File: config.mk
export PLATFORM = sky130hd
export DESIGN_NAME = clcd_addr_mem
export DESIGN_NICKNAME = d
export VERILOG_FILES = /design/src/common/clcd_pkg.sv /design/src/common/clcd_glyph_if.sv /design/src/logic/clcd_addr_mem.sv /design/src/logic/clcd_glyph_rom.sv
export SDC_FILE = /design/constraint.sdc
export NUM_CORES = 2
export LEC_CHECK = 0
export BUFFER_PORTS_ARGS = -buffer_cell sky130_fd_sc_hd__buf_2
export CAP_MARGIN = 20
export CORE_MARGIN = 2
export CORE_UTILIZATION = 50
export DETAILED_ROUTE_END_ITERATION = 6
export PLACE_DENSITY = 0.71
export RECOVER_POWER = 50
export SLEW_MARGIN = 10
export SYNTH_ARGS = -nofsm -noshare
export SYNTH_HDL_FRONTEND = slang
export SYNTH_SLANG_ARGS = --single-unit
File: constraint.sdc
create_clock -name I_CORE_CLK -period 8 [get_ports I_CORE_CLK]
set_input_delay 0.4 -clock I_CORE_CLK [delete_from_list [all_inputs] [get_ports I_CORE_CLK]]
set_output_delay 0.4 -clock I_CORE_CLK [all_outputs]
set_load 0.02 [all_outputs]
File: src/common/clcd_pkg.sv
// constants and types shared by the character display address and glyph memory block
package clcd_pkg;
	// =====================================================================
	// memory organisation
	localparam int PTR_W = 7;
	localparam int TEXT_DEPTH = 80;
	localparam int GLYPH_DEPTH = 64;
	localparam int RING_LEN = 40;
	localparam int LINE_LEN = 20;
	localparam logic [6:0] PTR_RESET = 7'h00;
	localparam logic [6:0] RING0_BASE = 7'h00;
	localparam logic [6:0] RING0_LAST = 7'h27;
	localparam logic [6:0] RING1_BASE = 7'h40;
	localparam logic [6:0] RING1_LAST = 7'h67;
	localparam logic [6:0] RING1_INDEX = 7'h28;
	localparam logic [6:0] LOWER_HALF_OFFSET = 7'h14;
	localparam logic [6:0] RING_LEN_7 = 7'h28;
	// =====================================================================
	// command and readback bit positions
	localparam int CMD_TEXT_BIT = 7;
	localparam int CMD_GLYPH_BIT = 6;
	localparam int BUSY_BIT = 7;
	// synchronised pin vector layout: {rs, rw, e, db[7:0]}
	localparam int BUS_W = 11;
	localparam int BUS_RS = 10;
	localparam int BUS_RW = 9;
	localparam int BUS_E = 8;
	// =====================================================================
	// glyph layout
	localparam logic [2:0] CURSOR_ROW = 3'h7;
	localparam logic [3:0] USER_CODE_HI = 4'h0;
	localparam logic [7:0] ROM_NARROW_FIRST = 8'h10;
	localparam logic [7:0] ROM_NARROW_LAST = 8'hCF;
	localparam logic [7:0] ROM_TALL_FIRST = 8'hE0;
	localparam logic [3:0] ROWS_NARROW = 4'h7;
	localparam logic [3:0] ROWS_TALL = 4'hA;
	localparam logic [4:0] DOTS_DARK = 5'h00;
	localparam logic [4:0] DOTS_FULL = 5'h1F;

	typedef enum logic {MEM_TEXT, MEM_GLYPH} clcd_mem_e;
endpackage : clcd_pkg

File: src/common/clcd_glyph_if.sv
// lookup path between the scan logic and the glyph rom
`timescale 1ns/1ns
interface clcd_glyph_if;
	logic [7:0] code;
	logic [3:0] row;
	logic [4:0] dots;
	modport rom (input code, input row, output dots);
	modport user (output code, output row, input dots);
endinterface : clcd_glyph_if

File: src/logic/clcd_addr_mem.sv
// address pointer, text memory, user glyph memory and pixel fetch of the character display
// =====================================================================
// What this block does
// - address command loads pointer and picks memory
// - each data access steps pointer by one, except text pointer passes 27H<->40H and 67H<->00H
// - status read drives pointer on low lines
// - busy on top line, pointer below it
// - eighty-byte text memory, all locations usable
// - line to address map moved by the left shift count
// - shift rotates within two forty-address rings
// - glyph rom: 192 small, 32 tall patterns
// - 64-byte user glyph memory, fully usable
// - codes 00H-0FH show user glyphs
// - code bits 0-2 pick user pattern
// - pointer bits 0-2 pick row; on user codes only, row eight ORs cursor
// - data bits 0-4 are pixels, bit 4 left
// - code bits 4-7 zero select user; bit 3 ignored
// - one lights a pixel, zero leaves dark
// - direction bit one counts up, zero down
// - top bit set loads seven-bit text address
// - bits 7,6 = 0,1 load six-bit glyph address
`timescale 1ns/1ns
module clcd_addr_mem (
	// clock and reset
	input wire logic I_CORE_CLK,
	input wire logic I_RST_N,
	// host bus pins
	input wire logic I_RS,
	input wire logic I_RW,
	input wire logic I_E,
	input wire logic [7:0] I_DB,
	output logic [7:0] O_DB,
	output logic O_DB_OE_N,
	// controller state from the command decoder
	input wire logic I_BUSY,
	input wire logic I_STEP_UP,
	input wire logic [5:0] I_SHIFT_LEFT,
	// display scan
	input wire logic [1:0] I_SCAN_LINE,
	input wire logic [4:0] I_SCAN_COL,
	input wire logic [3:0] I_SCAN_ROW,
	input wire logic I_CURSOR_HERE,
	output logic [4:0] O_PIXELS,
	output clcd_pkg::clcd_mem_e O_MEM_SEL,
	output logic [6:0] O_POINTER
);
	import clcd_pkg::*;

	// =====================================================================
	// pin synchroniser: a bit is taken once stages two and three agree
	logic [BUS_W-1:0] sync1, sync2, sync3, bus, next_bus;
	logic e_prev;

	always_comb begin
		next_bus = ((sync2 ~^ sync3) & sync3) | ((sync2 ^ sync3) & bus);
	end

	always_ff @(posedge I_CORE_CLK) begin
		if (!I_RST_N) begin
			sync1 <= '0;
			sync2 <= '0;
			sync3 <= '0;
			bus <= '0;
			e_prev <= 1'b0;
		end else begin
			sync1 <= {I_RS, I_RW, I_E, I_DB};
			sync2 <= sync1;
			sync3 <= sync2;
			bus <= next_bus;
			e_prev <= bus[BUS_E];
		end
	end

	logic e_fall, wr_cmd, wr_data, rd_data_done, rd_status;
	assign e_fall = e_prev & ~bus[BUS_E];
	assign wr_cmd = e_fall & ~bus[BUS_RS] & ~bus[BUS_RW];
	assign wr_data = e_fall & bus[BUS_RS] & ~bus[BUS_RW];
	assign rd_data_done = e_fall & bus[BUS_RS] & bus[BUS_RW];
	assign rd_status = bus[BUS_E] & ~bus[BUS_RS] & bus[BUS_RW];

	// =====================================================================
	// memories
	logic [7:0] text_mem [TEXT_DEPTH];
	logic [7:0] glyph_mem [GLYPH_DEPTH];
	logic [6:0] ptr, next_ptr;
	clcd_mem_e sel, next_sel;
	logic [6:0] text_idx;
	logic text_ok;

	// rings 00H-27H and 40H-67H map onto indices 0-39 and 40-79
	assign text_ok = ptr[5:0] <= RING0_LAST[5:0];
	assign text_idx = (ptr[6] ? RING1_INDEX : 7'h00) + {1'b0, ptr[5:0]};

	always_ff @(posedge I_CORE_CLK) begin
		if (wr_data && sel == MEM_TEXT && text_ok) begin
			text_mem[text_idx] <= bus[7:0];
		end
		if (wr_data && sel == MEM_GLYPH) begin
			glyph_mem[ptr[5:0]] <= bus[7:0];
		end
	end

	// =====================================================================
	// address pointer
	always_comb begin
		next_ptr = ptr;
		next_sel = sel;
		if (wr_cmd && bus[CMD_TEXT_BIT]) begin
			next_ptr = bus[6:0];
			next_sel = MEM_TEXT;
		end else if (wr_cmd && bus[CMD_GLYPH_BIT]) begin
			next_ptr = {1'b0, bus[5:0]};
			next_sel = MEM_GLYPH;
		end else if (wr_data || rd_data_done) begin
			if (sel == MEM_GLYPH) begin
				next_ptr = {1'b0, I_STEP_UP ? ptr[5:0] + 6'h01 : ptr[5:0] - 6'h01};
			end else if (I_STEP_UP) begin
				if (ptr == RING0_LAST) next_ptr = RING1_BASE;
				else if (ptr == RING1_LAST) next_ptr = RING0_BASE;
				else next_ptr = ptr + 7'h01;
			end else begin
				if (ptr == RING1_BASE) next_ptr = RING0_LAST;
				else if (ptr == RING0_BASE) next_ptr = RING1_LAST;
				else next_ptr = ptr - 7'h01;
			end
		end
	end

	always_ff @(posedge I_CORE_CLK) begin
		if (!I_RST_N) begin
			ptr <= PTR_RESET;
			sel <= MEM_TEXT;
		end else begin
			ptr <= next_ptr;
			sel <= next_sel;
		end
	end

	assign O_POINTER = ptr;
	assign O_MEM_SEL = sel;

	// =====================================================================
	// read path; data is fetched at the current pointer so a read always sees it
	logic [7:0] rd_byte, next_db;
	logic next_oe_n;

	always_comb begin
		if (sel == MEM_GLYPH) rd_byte = glyph_mem[ptr[5:0]];
		else if (text_ok) rd_byte = text_mem[text_idx];
		else rd_byte = 8'h00;
		next_db = rd_status ? {I_BUSY, ptr} : rd_byte;
		next_oe_n = ~(bus[BUS_E] & bus[BUS_RW]);
	end

	always_ff @(posedge I_CORE_CLK) begin
		if (!I_RST_N) begin
			O_DB <= 8'h00;
			O_DB_OE_N <= 1'b1;
		end else begin
			O_DB <= next_db;
			O_DB_OE_N <= next_oe_n;
		end
	end

	// =====================================================================
	// pixel fetch for the scan position
	logic [6:0] ring_off, scan_off, scan_idx;
	logic [7:0] scan_code;
	logic [4:0] user_dots, next_pixels;
	logic user_sel;
	clcd_glyph_if glk ();

	clcd_glyph_rom u_rom (
		.lk(glk.rom)
	);

	always_comb begin
		// lines 3 and 4 continue the rings of lines 1 and 2
		ring_off = (I_SCAN_LINE[1] ? LOWER_HALF_OFFSET : 7'h00) + {2'h0, I_SCAN_COL}
			+ {1'b0, I_SHIFT_LEFT};
		scan_off = (ring_off >= RING_LEN_7) ? ring_off - RING_LEN_7 : ring_off;
		scan_idx = (I_SCAN_LINE[0] ? RING1_INDEX : 7'h00) + scan_off;
		scan_code = text_mem[scan_idx];
		user_sel = scan_code[7:4] == USER_CODE_HI;
		user_dots = glyph_mem[{scan_code[2:0], I_SCAN_ROW[2:0]}][4:0];
		if (I_SCAN_ROW[2:0] == CURSOR_ROW && I_CURSOR_HERE) begin
			user_dots = DOTS_FULL;
		end
		glk.code = scan_code;
		glk.row = I_SCAN_ROW;
		// a one bit lights the pixel, bit 4 is the leftmost
		next_pixels = user_sel ? user_dots : glk.dots;
	end

	always_ff @(posedge I_CORE_CLK) begin
		if (!I_RST_N) O_PIXELS <= DOTS_DARK;
		else O_PIXELS <= next_pixels;
	end
endmodule : clcd_addr_mem

File: src/logic/clcd_glyph_rom.sv
// fixed glyph pattern table addressed by character code and pixel row
`timescale 1ns/1ns
module clcd_glyph_rom (
	// lookup
	clcd_glyph_if.rom lk
);
	import clcd_pkg::*;

	// =====================================================================
	// pattern table
	// the font contents are a stand-in; swap this function for the real font table
	function automatic logic [4:0] font_row(input logic [7:0] code, input logic [3:0] row);
		logic [4:0] pat;
		pat = code[4:0] ^ {row, 1'b0} ^ {2'h0, code[7:5]};
		return pat;
	endfunction : font_row

	always_comb begin
		lk.dots = DOTS_DARK;
		// 5x7 patterns, 192 codes
		if (lk.code >= ROM_NARROW_FIRST && lk.code <= ROM_NARROW_LAST && lk.row < ROWS_NARROW) begin
			lk.dots = font_row(lk.code, lk.row);
		end
		// 5x10 patterns, 32 codes
		else if (lk.code >= ROM_TALL_FIRST && lk.row < ROWS_TALL) begin
			lk.dots = font_row(lk.code, lk.row);
		end
	end
endmodule : clcd_glyph_rom

## Yosys cells after proc, flatten, opt, wreduce, memory -nomap -nowiden

Memories as Yosys holds them, arrays and structs flattened. A register that Yosys moved wholly into a read port is not among the register bits.
Index checks and enable logic that the tools add are counted.

| storage, ports and cells | value |
|---|---|
| output and inout port bits | 22 |
| logic and storage cells | 95 |
| memory bits (writable) | 1152 |
| memories kept | 2 |
| register bits after elaboration | 67 |

| cells by class | value |
|---|---|
| reduce and logical (&&, ||, !) cells | 14 |
| $lt $le $gt $ge | 7 |
| eq/ne operators | 4 |
| add/subtract/negate cells | 9 |
| bitwise operators | 22 |
| multiplexer cells | 27 |

Memories:

| memory | depth | bits a word | rd ports | clocked after memory_dff | write ports | line | RTL |
|---|---|---|---|---|---|---|---|
| text_mem | 80 | 8 | 2 | 0 | 1 | clcd_addr_mem.sv:83 | `logic [7:0] text_mem [TEXT_DEPTH];` |
| glyph_mem | 64 | 8 | 2 | 1 | 1 | clcd_addr_mem.sv:84 | `logic [7:0] glyph_mem [GLYPH_DEPTH];` |

Operators with widths:

| cell | count |
|---|---|
| 7-bit two-way mux | 10 |
| 6-bit two-way mux | 5 |
| 5-bit two-way mux | 5 |
| 8-bit two-way mux | 3 |
| 11-bit bitwise AND | 2 |
| 6-bit by 6-bit adder with 7-bit output | 2 |
| 7-bit equality test (second input constant) | 2 |
| 11-bit bitwise OR | 1 |
| 11-bit bitwise XNOR | 1 |
| 11-bit bitwise XOR | 1 |
| 1-bit bitwise AND | 9 |
| 1-bit logical AND | 9 |
| 8-bit by 5-bit >= comparator with 1-bit output (second input constant) | 1 |
| 8-bit >= comparator (second input constant) | 1 |
| 8-bit <= comparator (second input constant) | 1 |
| 6-bit by 7-bit adder with 7-bit output | 1 |
| 7-bit by 1-bit adder with 7-bit output (second input constant) | 1 |
| 7-bit by 6-bit equality test with 1-bit output (second input constant) | 1 |
| 7-bit by 6-bit >= comparator with 1-bit output (second input constant) | 1 |
| 7-bit zero test | 1 |
| 7-bit by 1-bit subtractor with 7-bit output (second input constant) | 1 |
| 7-bit by 6-bit subtractor with 7-bit output (second input constant) | 1 |
| 5-bit by 5-bit adder with 6-bit output | 1 |
| 6-bit by 1-bit adder with 6-bit output (second input constant) | 1 |
| 13 further kinds | 21 |

## Longest topological paths before layout

An unclocked memory read counts as a cell.

| logic depth | value |
|---|---|
| depth after elaboration | 12 |
| depth in mapped cells | 27 |

## By module

Synthesis repeated with hierarchy kept, for this count alone.

| second synthesis, totals | value |
|---|---|
| cells, all modules | 3007 |
| area, all modules | 54496.0 um2 |

Modules (own cells, without submodules):

| module | seq. area each (um2) | instances | area an instance (um2) | cells an instance |
|---|---|---|---|---|
| clcd_addr_mem | 36054.6 | 1 | 54365.9 | 2989 |
| clcd_glyph_rom | 0.0 | 1 | 130.1 | 18 |

## Least setup slack after synthesis

Ideal clock, no wire load.

| path | value |
|---|---|
| kind | input-to-reg |
| from | input I_SHIFT_LEFT[2] |
| to | register O_PIXELS[4] |
| data required time | 7.880 ns |
| arrival | 5.841 ns |
| slack | 2.040 ns |
| stages | 25 |
| path through | fa_1 ha_1 a21oi_1 and2_1 xnor2_1 inv_1 ha_1 inv_1 a31oi_4 nand3_1 xnor2_1 ha_1 ha_1 xnor2_1 nor2_1 a32oi_1 a21oi_1 nor4_1 o31a_1 or2_1 buf_6 mux4_2 nor2b_1 o31a_1 a211o_1 |

| between the ends | value |
|---|---|
| longest elaborated chain between the ends | 10 |
| elaborated cells on any way between the ends | 20 |
| classes of those cells | add/sub (3); order compare (4); mux (5); bitwise (2); reduce/logical (4); memory (2) |

Ends and longest elaborated chain:

| element | line | RTL |
|---|---|---|
| from (decl) | clcd_addr_mem.sv:37 | `input wire logic [5:0] I_SHIFT_LEFT,` |
| 6-bit by 6-bit adder with 7-bit output (*) | clcd_addr_mem.sv:180 | `+ {1'b0, I_SHIFT_LEFT};` |
| 7-bit by 6-bit subtractor with 7-bit output or 7-bit by 6-bit >= comparator with 1-bit output (tied branches) | clcd_addr_mem.sv:181 | `scan_off = (ring_off >= RING_LEN_7) ? ring_off - RING_LEN_7 : ring_off;` |
| 7-bit two-way mux (*) | clcd_addr_mem.sv:181 |  |
| 6-bit by 7-bit adder with 7-bit output (*) | clcd_addr_mem.sv:182 | `scan_idx = (I_SCAN_LINE[0] ? RING1_INDEX : 7'h00) + scan_off;` |
| memory 80 x 8 bit (*) | -- |  |
| 8-bit >= comparator, or another cell as far along | clcd_glyph_rom.sv:25 | `else if (lk.code >= ROM_TALL_FIRST && lk.row < ROWS_TALL) begin` |
| 1-bit logical AND, or another cell as far along | clcd_glyph_rom.sv:25 |  |
| 5-bit two-way mux or 1-bit logical AND (tied branches) | clcd_glyph_rom.sv:25, clcd_glyph_rom.sv:21 |  |
| 5-bit two-way mux | clcd_glyph_rom.sv:21 | `if (lk.code >= ROM_NARROW_FIRST && lk.code <= ROM_NARROW_LAST && lk.row < ROWS_NARROW) begin` |
| 5-bit two-way mux (*) | clcd_addr_mem.sv:192 | `next_pixels = user_sel ? user_dots : glk.dots;` |
| to (signal assigned) | clcd_addr_mem.sv:197 | `else O_PIXELS <= next_pixels;` |
| to (decl) | clcd_addr_mem.sv:43 | `output logic [4:0] O_PIXELS,` |

Every way passes the cells marked *; elsewhere a longest branch is shown, timed or not.
A chain may end at the register's enable or synchronous reset.

## Worst setup path after layout

| path | value |
|---|---|
| from | register bus[7] |
| to | register ptr[5], in the netlist O_POINTER[5] |

| between the ends | value |
|---|---|
| longest elaborated chain between the ends | 2 |
| elaborated cells on any way between the ends | 3 |
| classes of those cells | mux (1); reduce/logical (2) |

Ends and longest elaborated chain:

| element | line | RTL |
|---|---|---|
| from (decl) | clcd_addr_mem.sv:51 | `logic [BUS_W-1:0] sync1, sync2, sync3, bus, next_bus;` |
| from (signal assigned) | clcd_addr_mem.sv:69 | `bus <= next_bus;` |
| 1-bit logical AND (*) | clcd_addr_mem.sv:108 | `if (wr_cmd && bus[CMD_TEXT_BIT]) begin` |
| 3-bit nonzero test (no source line) or 7-bit two-way mux (tied branches) | -- |  |
| to (signal assigned) | clcd_addr_mem.sv:134 | `ptr <= next_ptr;` |
| to (decl) | clcd_addr_mem.sv:85 | `logic [6:0] ptr, next_ptr;` |

Marks and branches as above.

==> results by group <==
Global route
  • Antenna violations before repair: 2
  • Vias in the first global route: 32200
  • GRT Overall Usage: 28.2%
  • First-pass GRT wire length: 230000 um
  • Largest net degree at the start of global routing: 108
  • GRT overflow: 0

Synthesis
  • Fraction of registers with async set/reset: 0%
  • Sequential-to-total area share from yosys stat: 65.4%
  • Syn_area_per_cell: 17.2 um^2
  • XOR/XNOR Fraction of Synth Area: 0.347%
  • Top post-synthesis cells by area: edfxtp_1, mux4_2, a22oi_1, dfxtp_1, mux2i_1
  • Mapped Cells: 3210
  • EDFF count, synth: 1152
  • Synth Area in Compound Gates: 7.87%
  • Syn. warnings: 0
  • Synth cell types: 78
  • Main combinational cell family by area after synthesis: multiplexers
  • Post-synth top flop: edfxtp_1
  • Dominant cell type by area after synthesis: edfxtp_1
  • Adder-Cell Fraction of Synth Area: 0.871%
  • Post-synthesis simple-gate area fraction: 4.90%
  • Synth Register Bits: 1225
  • Synth top area share: 62.7%
  • Mapped Nets: 3279
  • Post-Syn Area: 55200 um^2
  • Mux share of post-synthesis cell area: 18.6%

Die
  • # IOs: 55
  • Die Width: 336 um
  • Die Y: 336 um
  • # rows: 121
  • Total Die Area: 113000 um^2
  • Starting Density: 50.5%
  • Placeable Area: 109000 um^2

Placement
  • Pre-CTS setup slack: 1050 ps
  • Routability cong.: 0.961
  • Port Buffer Count: 54
  • Cells after DPL: 4562
  • Placement Cell Area: 56800 um^2
  • Hpwl dp: 100000 um

Timing
  • Worst-Margin Slew: 4220 ps
  • Fin crit period: 6530 ps
  • # setup viols final: 0
  • Hold Vio Cnt, Final: 0
  • Setup TNS: 0 ps
  • Slew HR: -181%
  • Max-slew violations: 1257
  • Hold slack: 124 ps
  • Layout Skew: 35.3 ps
  • Final WS setup: 1470 ps
  • Fmax: 153 MHz
  • Final worst-path cycle share: 81.6%
  • Unrepaired setup endpoints after global routing: false

CTS
  • CTS sink cnt: 1225
  • Clock insertion delay at the later pin of the skew report: 720 ps
  • Hold_buf cts: 12
  • Root buffer cell: clkbuf_16
  • Clk buf depth: 3
  • Setup Buffers After CTS: 0
  • Clock Pin Slew Worst Setup and Hold Paths: 60 ps
  • # H-tree levels: 3
  • CTS tree: built
  • Num CTS Buffers: 119
  • Post-CTS Resized: 0

Drt
  • DRC viols: 0
  • Antenna Nets Post-Route: 0
  • DR pass1 iterations: 6
  • Iteration-0 DRC Markers: 5594
  • Via count: 33700
  • Post-Route WL: 160000 um
  • DR vias/cell: 7.01
  • DR WL/cell: 33.3 um

Flow run
  • Max-cap violations: 18

Power
  • Combinational share of power: 17.2%
  • Peak VDD IR: 227 uV
  • Flop pwr share: 45.9%
  • PwrDens: 249 nW/um^2
  • Static Leakage: 19.0 nW
  • Int Power: 11.1 mW
  • Clk pwr share: 36.9%
  • P_sw: 4.06 mW
  • Overall power: 15.1 mW
  • Switching share of power: 26.9%

Cells and area
  • Design area: 60700 um^2
  • Synth-to-Final Area Change: 10.1%
  • Final std cells w/o fill: 4800
  • Commonest non-fill, non-tap cells in the layout: edfxtp_1, mux4_2, a22oi_1, nor2_1, clkbuf_16
  • Most common cell after layout, fill and taps aside: edfxtp_1
  • Nets: 3288
  • Filler Cells Inserted: 8324
  • Final Core Density: 55.6%
  • Layout cells sized above 1: 21.1%

Critical path
  • Slowest stage cell, crit path: clkbuf_1
  • Kind of critical path: reg2reg
  • Critical path's top delay family: buffers and inverters
  • CP Cell Sequence: clkbuf_1, o21ai_0, o211ai_1, a31oi_1
  • CP Data Required Time: 8560 ps
  • Crit path capture type: register
  • CP arrival: 7090 ps
  • Crit-path max FO: 79
  • CP Buf/Inv Count: 1
  • Largest stage delay, worst path: 2580 ps
  • Crit start category: register

Worst hold path
  • Worst hold-check path type: in2reg

Status
  • Outcome: finished with violations
  • Failing checks: capacitance limit, slew limit
## routing by layer
layer	track usage, %	routed length [um]	vias up
met3	6.19	18400	416
met1	39.4	59700	17300
met5	0	16	-
met2	43.8	74400	2414
li1	-	-	13500
met4	10.6	7360	2
## flip-flops by register name, indices dropped and copies added (netlist names), named ones only
name       count
text_mem     640
glyph_mem    512
bus           11
sync1         11
sync2         11
sync3         11
O_DB           8
O_POINTER      7
O_PIXELS       5
O_DB_OE_N      1
O_MEM_SEL      1
e_prev         1
## logic make-up (layout without fill, tap and decap cells)
logic type,count (synthesis),after routing
AOI/OAI and AO/OA,598,598
and+or+nand+nor,561,561
xor gates and xnor gates,21,21
DFF,1225,1225
buffers and inverters,253,366
adders and majority gates,36,36
muxes,516,516
other,0,1
## tightest hold or removal path, delay by kind of cell
kind | cells | cell delay [ps]
buffers and inverters | 1 | 170
AO/OA/AOI/OAI | 1 | 110
AND/OR/NAND/NOR | 1 | 90
## Yosys cell counts, types with 4 or more instances
master,count
a2111oi_0,5
a211o_1,4
a211oi_1,17
a21o_1,7
a21oi_1,79
a221oi_1,32
a22o_1,8
a22oi_1,283
a31oi_1,11
a41oi_1,7
and2_1,44
and3_1,11
buf_1,41
buf_2,12
buf_4,11
buf_6,15
clkbuf_1,155
dfxtp_1,73
edfxtp_1,1152
fa_1,4
ha_1,32
inv_1,18
mux2_2,13
mux2i_1,96
mux4_2,407
nand2_1,115
nand3_1,32
nand3b_1,6
nand4_1,71
nor2_1,195
nor2b_1,22
nor3_1,27
nor3b_1,5
nor4_1,4
o211a_1,10
o21a_1,6
o21ai_0,40
o221ai_1,27
o22ai_1,17
o311ai_0,4
o31ai_1,8
or3_1,9
xnor2_1,14
xor2_1,6
## worst paths after layout
path	to	from	slack [ps]	depth (start not counted)
worst max-delay path	O_POINTER[5]	bus[7]	1470	4
worst min-delay path	register	I_STEP_UP	120	3
worst max register to register	O_POINTER[5]	bus[7]	1470	4
worst min register to register	sync2[2]	sync1[2]	430	1
## power groups by stage
stage | Sequential [mW] | Combinational (mW) | Clock, mW
finish | 6.94 | 2.60 | 5.58
global route | 6.93 | 2.68 | 5.86
CTS | 6.93 | 2.50 | 5.61
detailed placement | 7.07 | 2.48 | 0
global placement | 7.07 | 2.47 | 0
floorplan | 7.07 | 1.71 | 0
## area by class of cell
cell class | instances | area [um^2] | share of cell area, %
Antenna cell | 1 | 2.50 | 0.00412
Clock buffer | 169 | 3310 | 5.45
Clock inverter | 56 | 537 | 0.884
Inverter | 19 | 71.3 | 0.117
Multi-Input combinational cell | 1732 | 18100 | 29.7
Sequential cell | 1225 | 36100 | 59.4
Tap cell | 1476 | 1850 | 3.04
Timing Repair Buffer | 122 | 830 | 1.37
No activity file was read; power rests on OpenSTA's default activity.
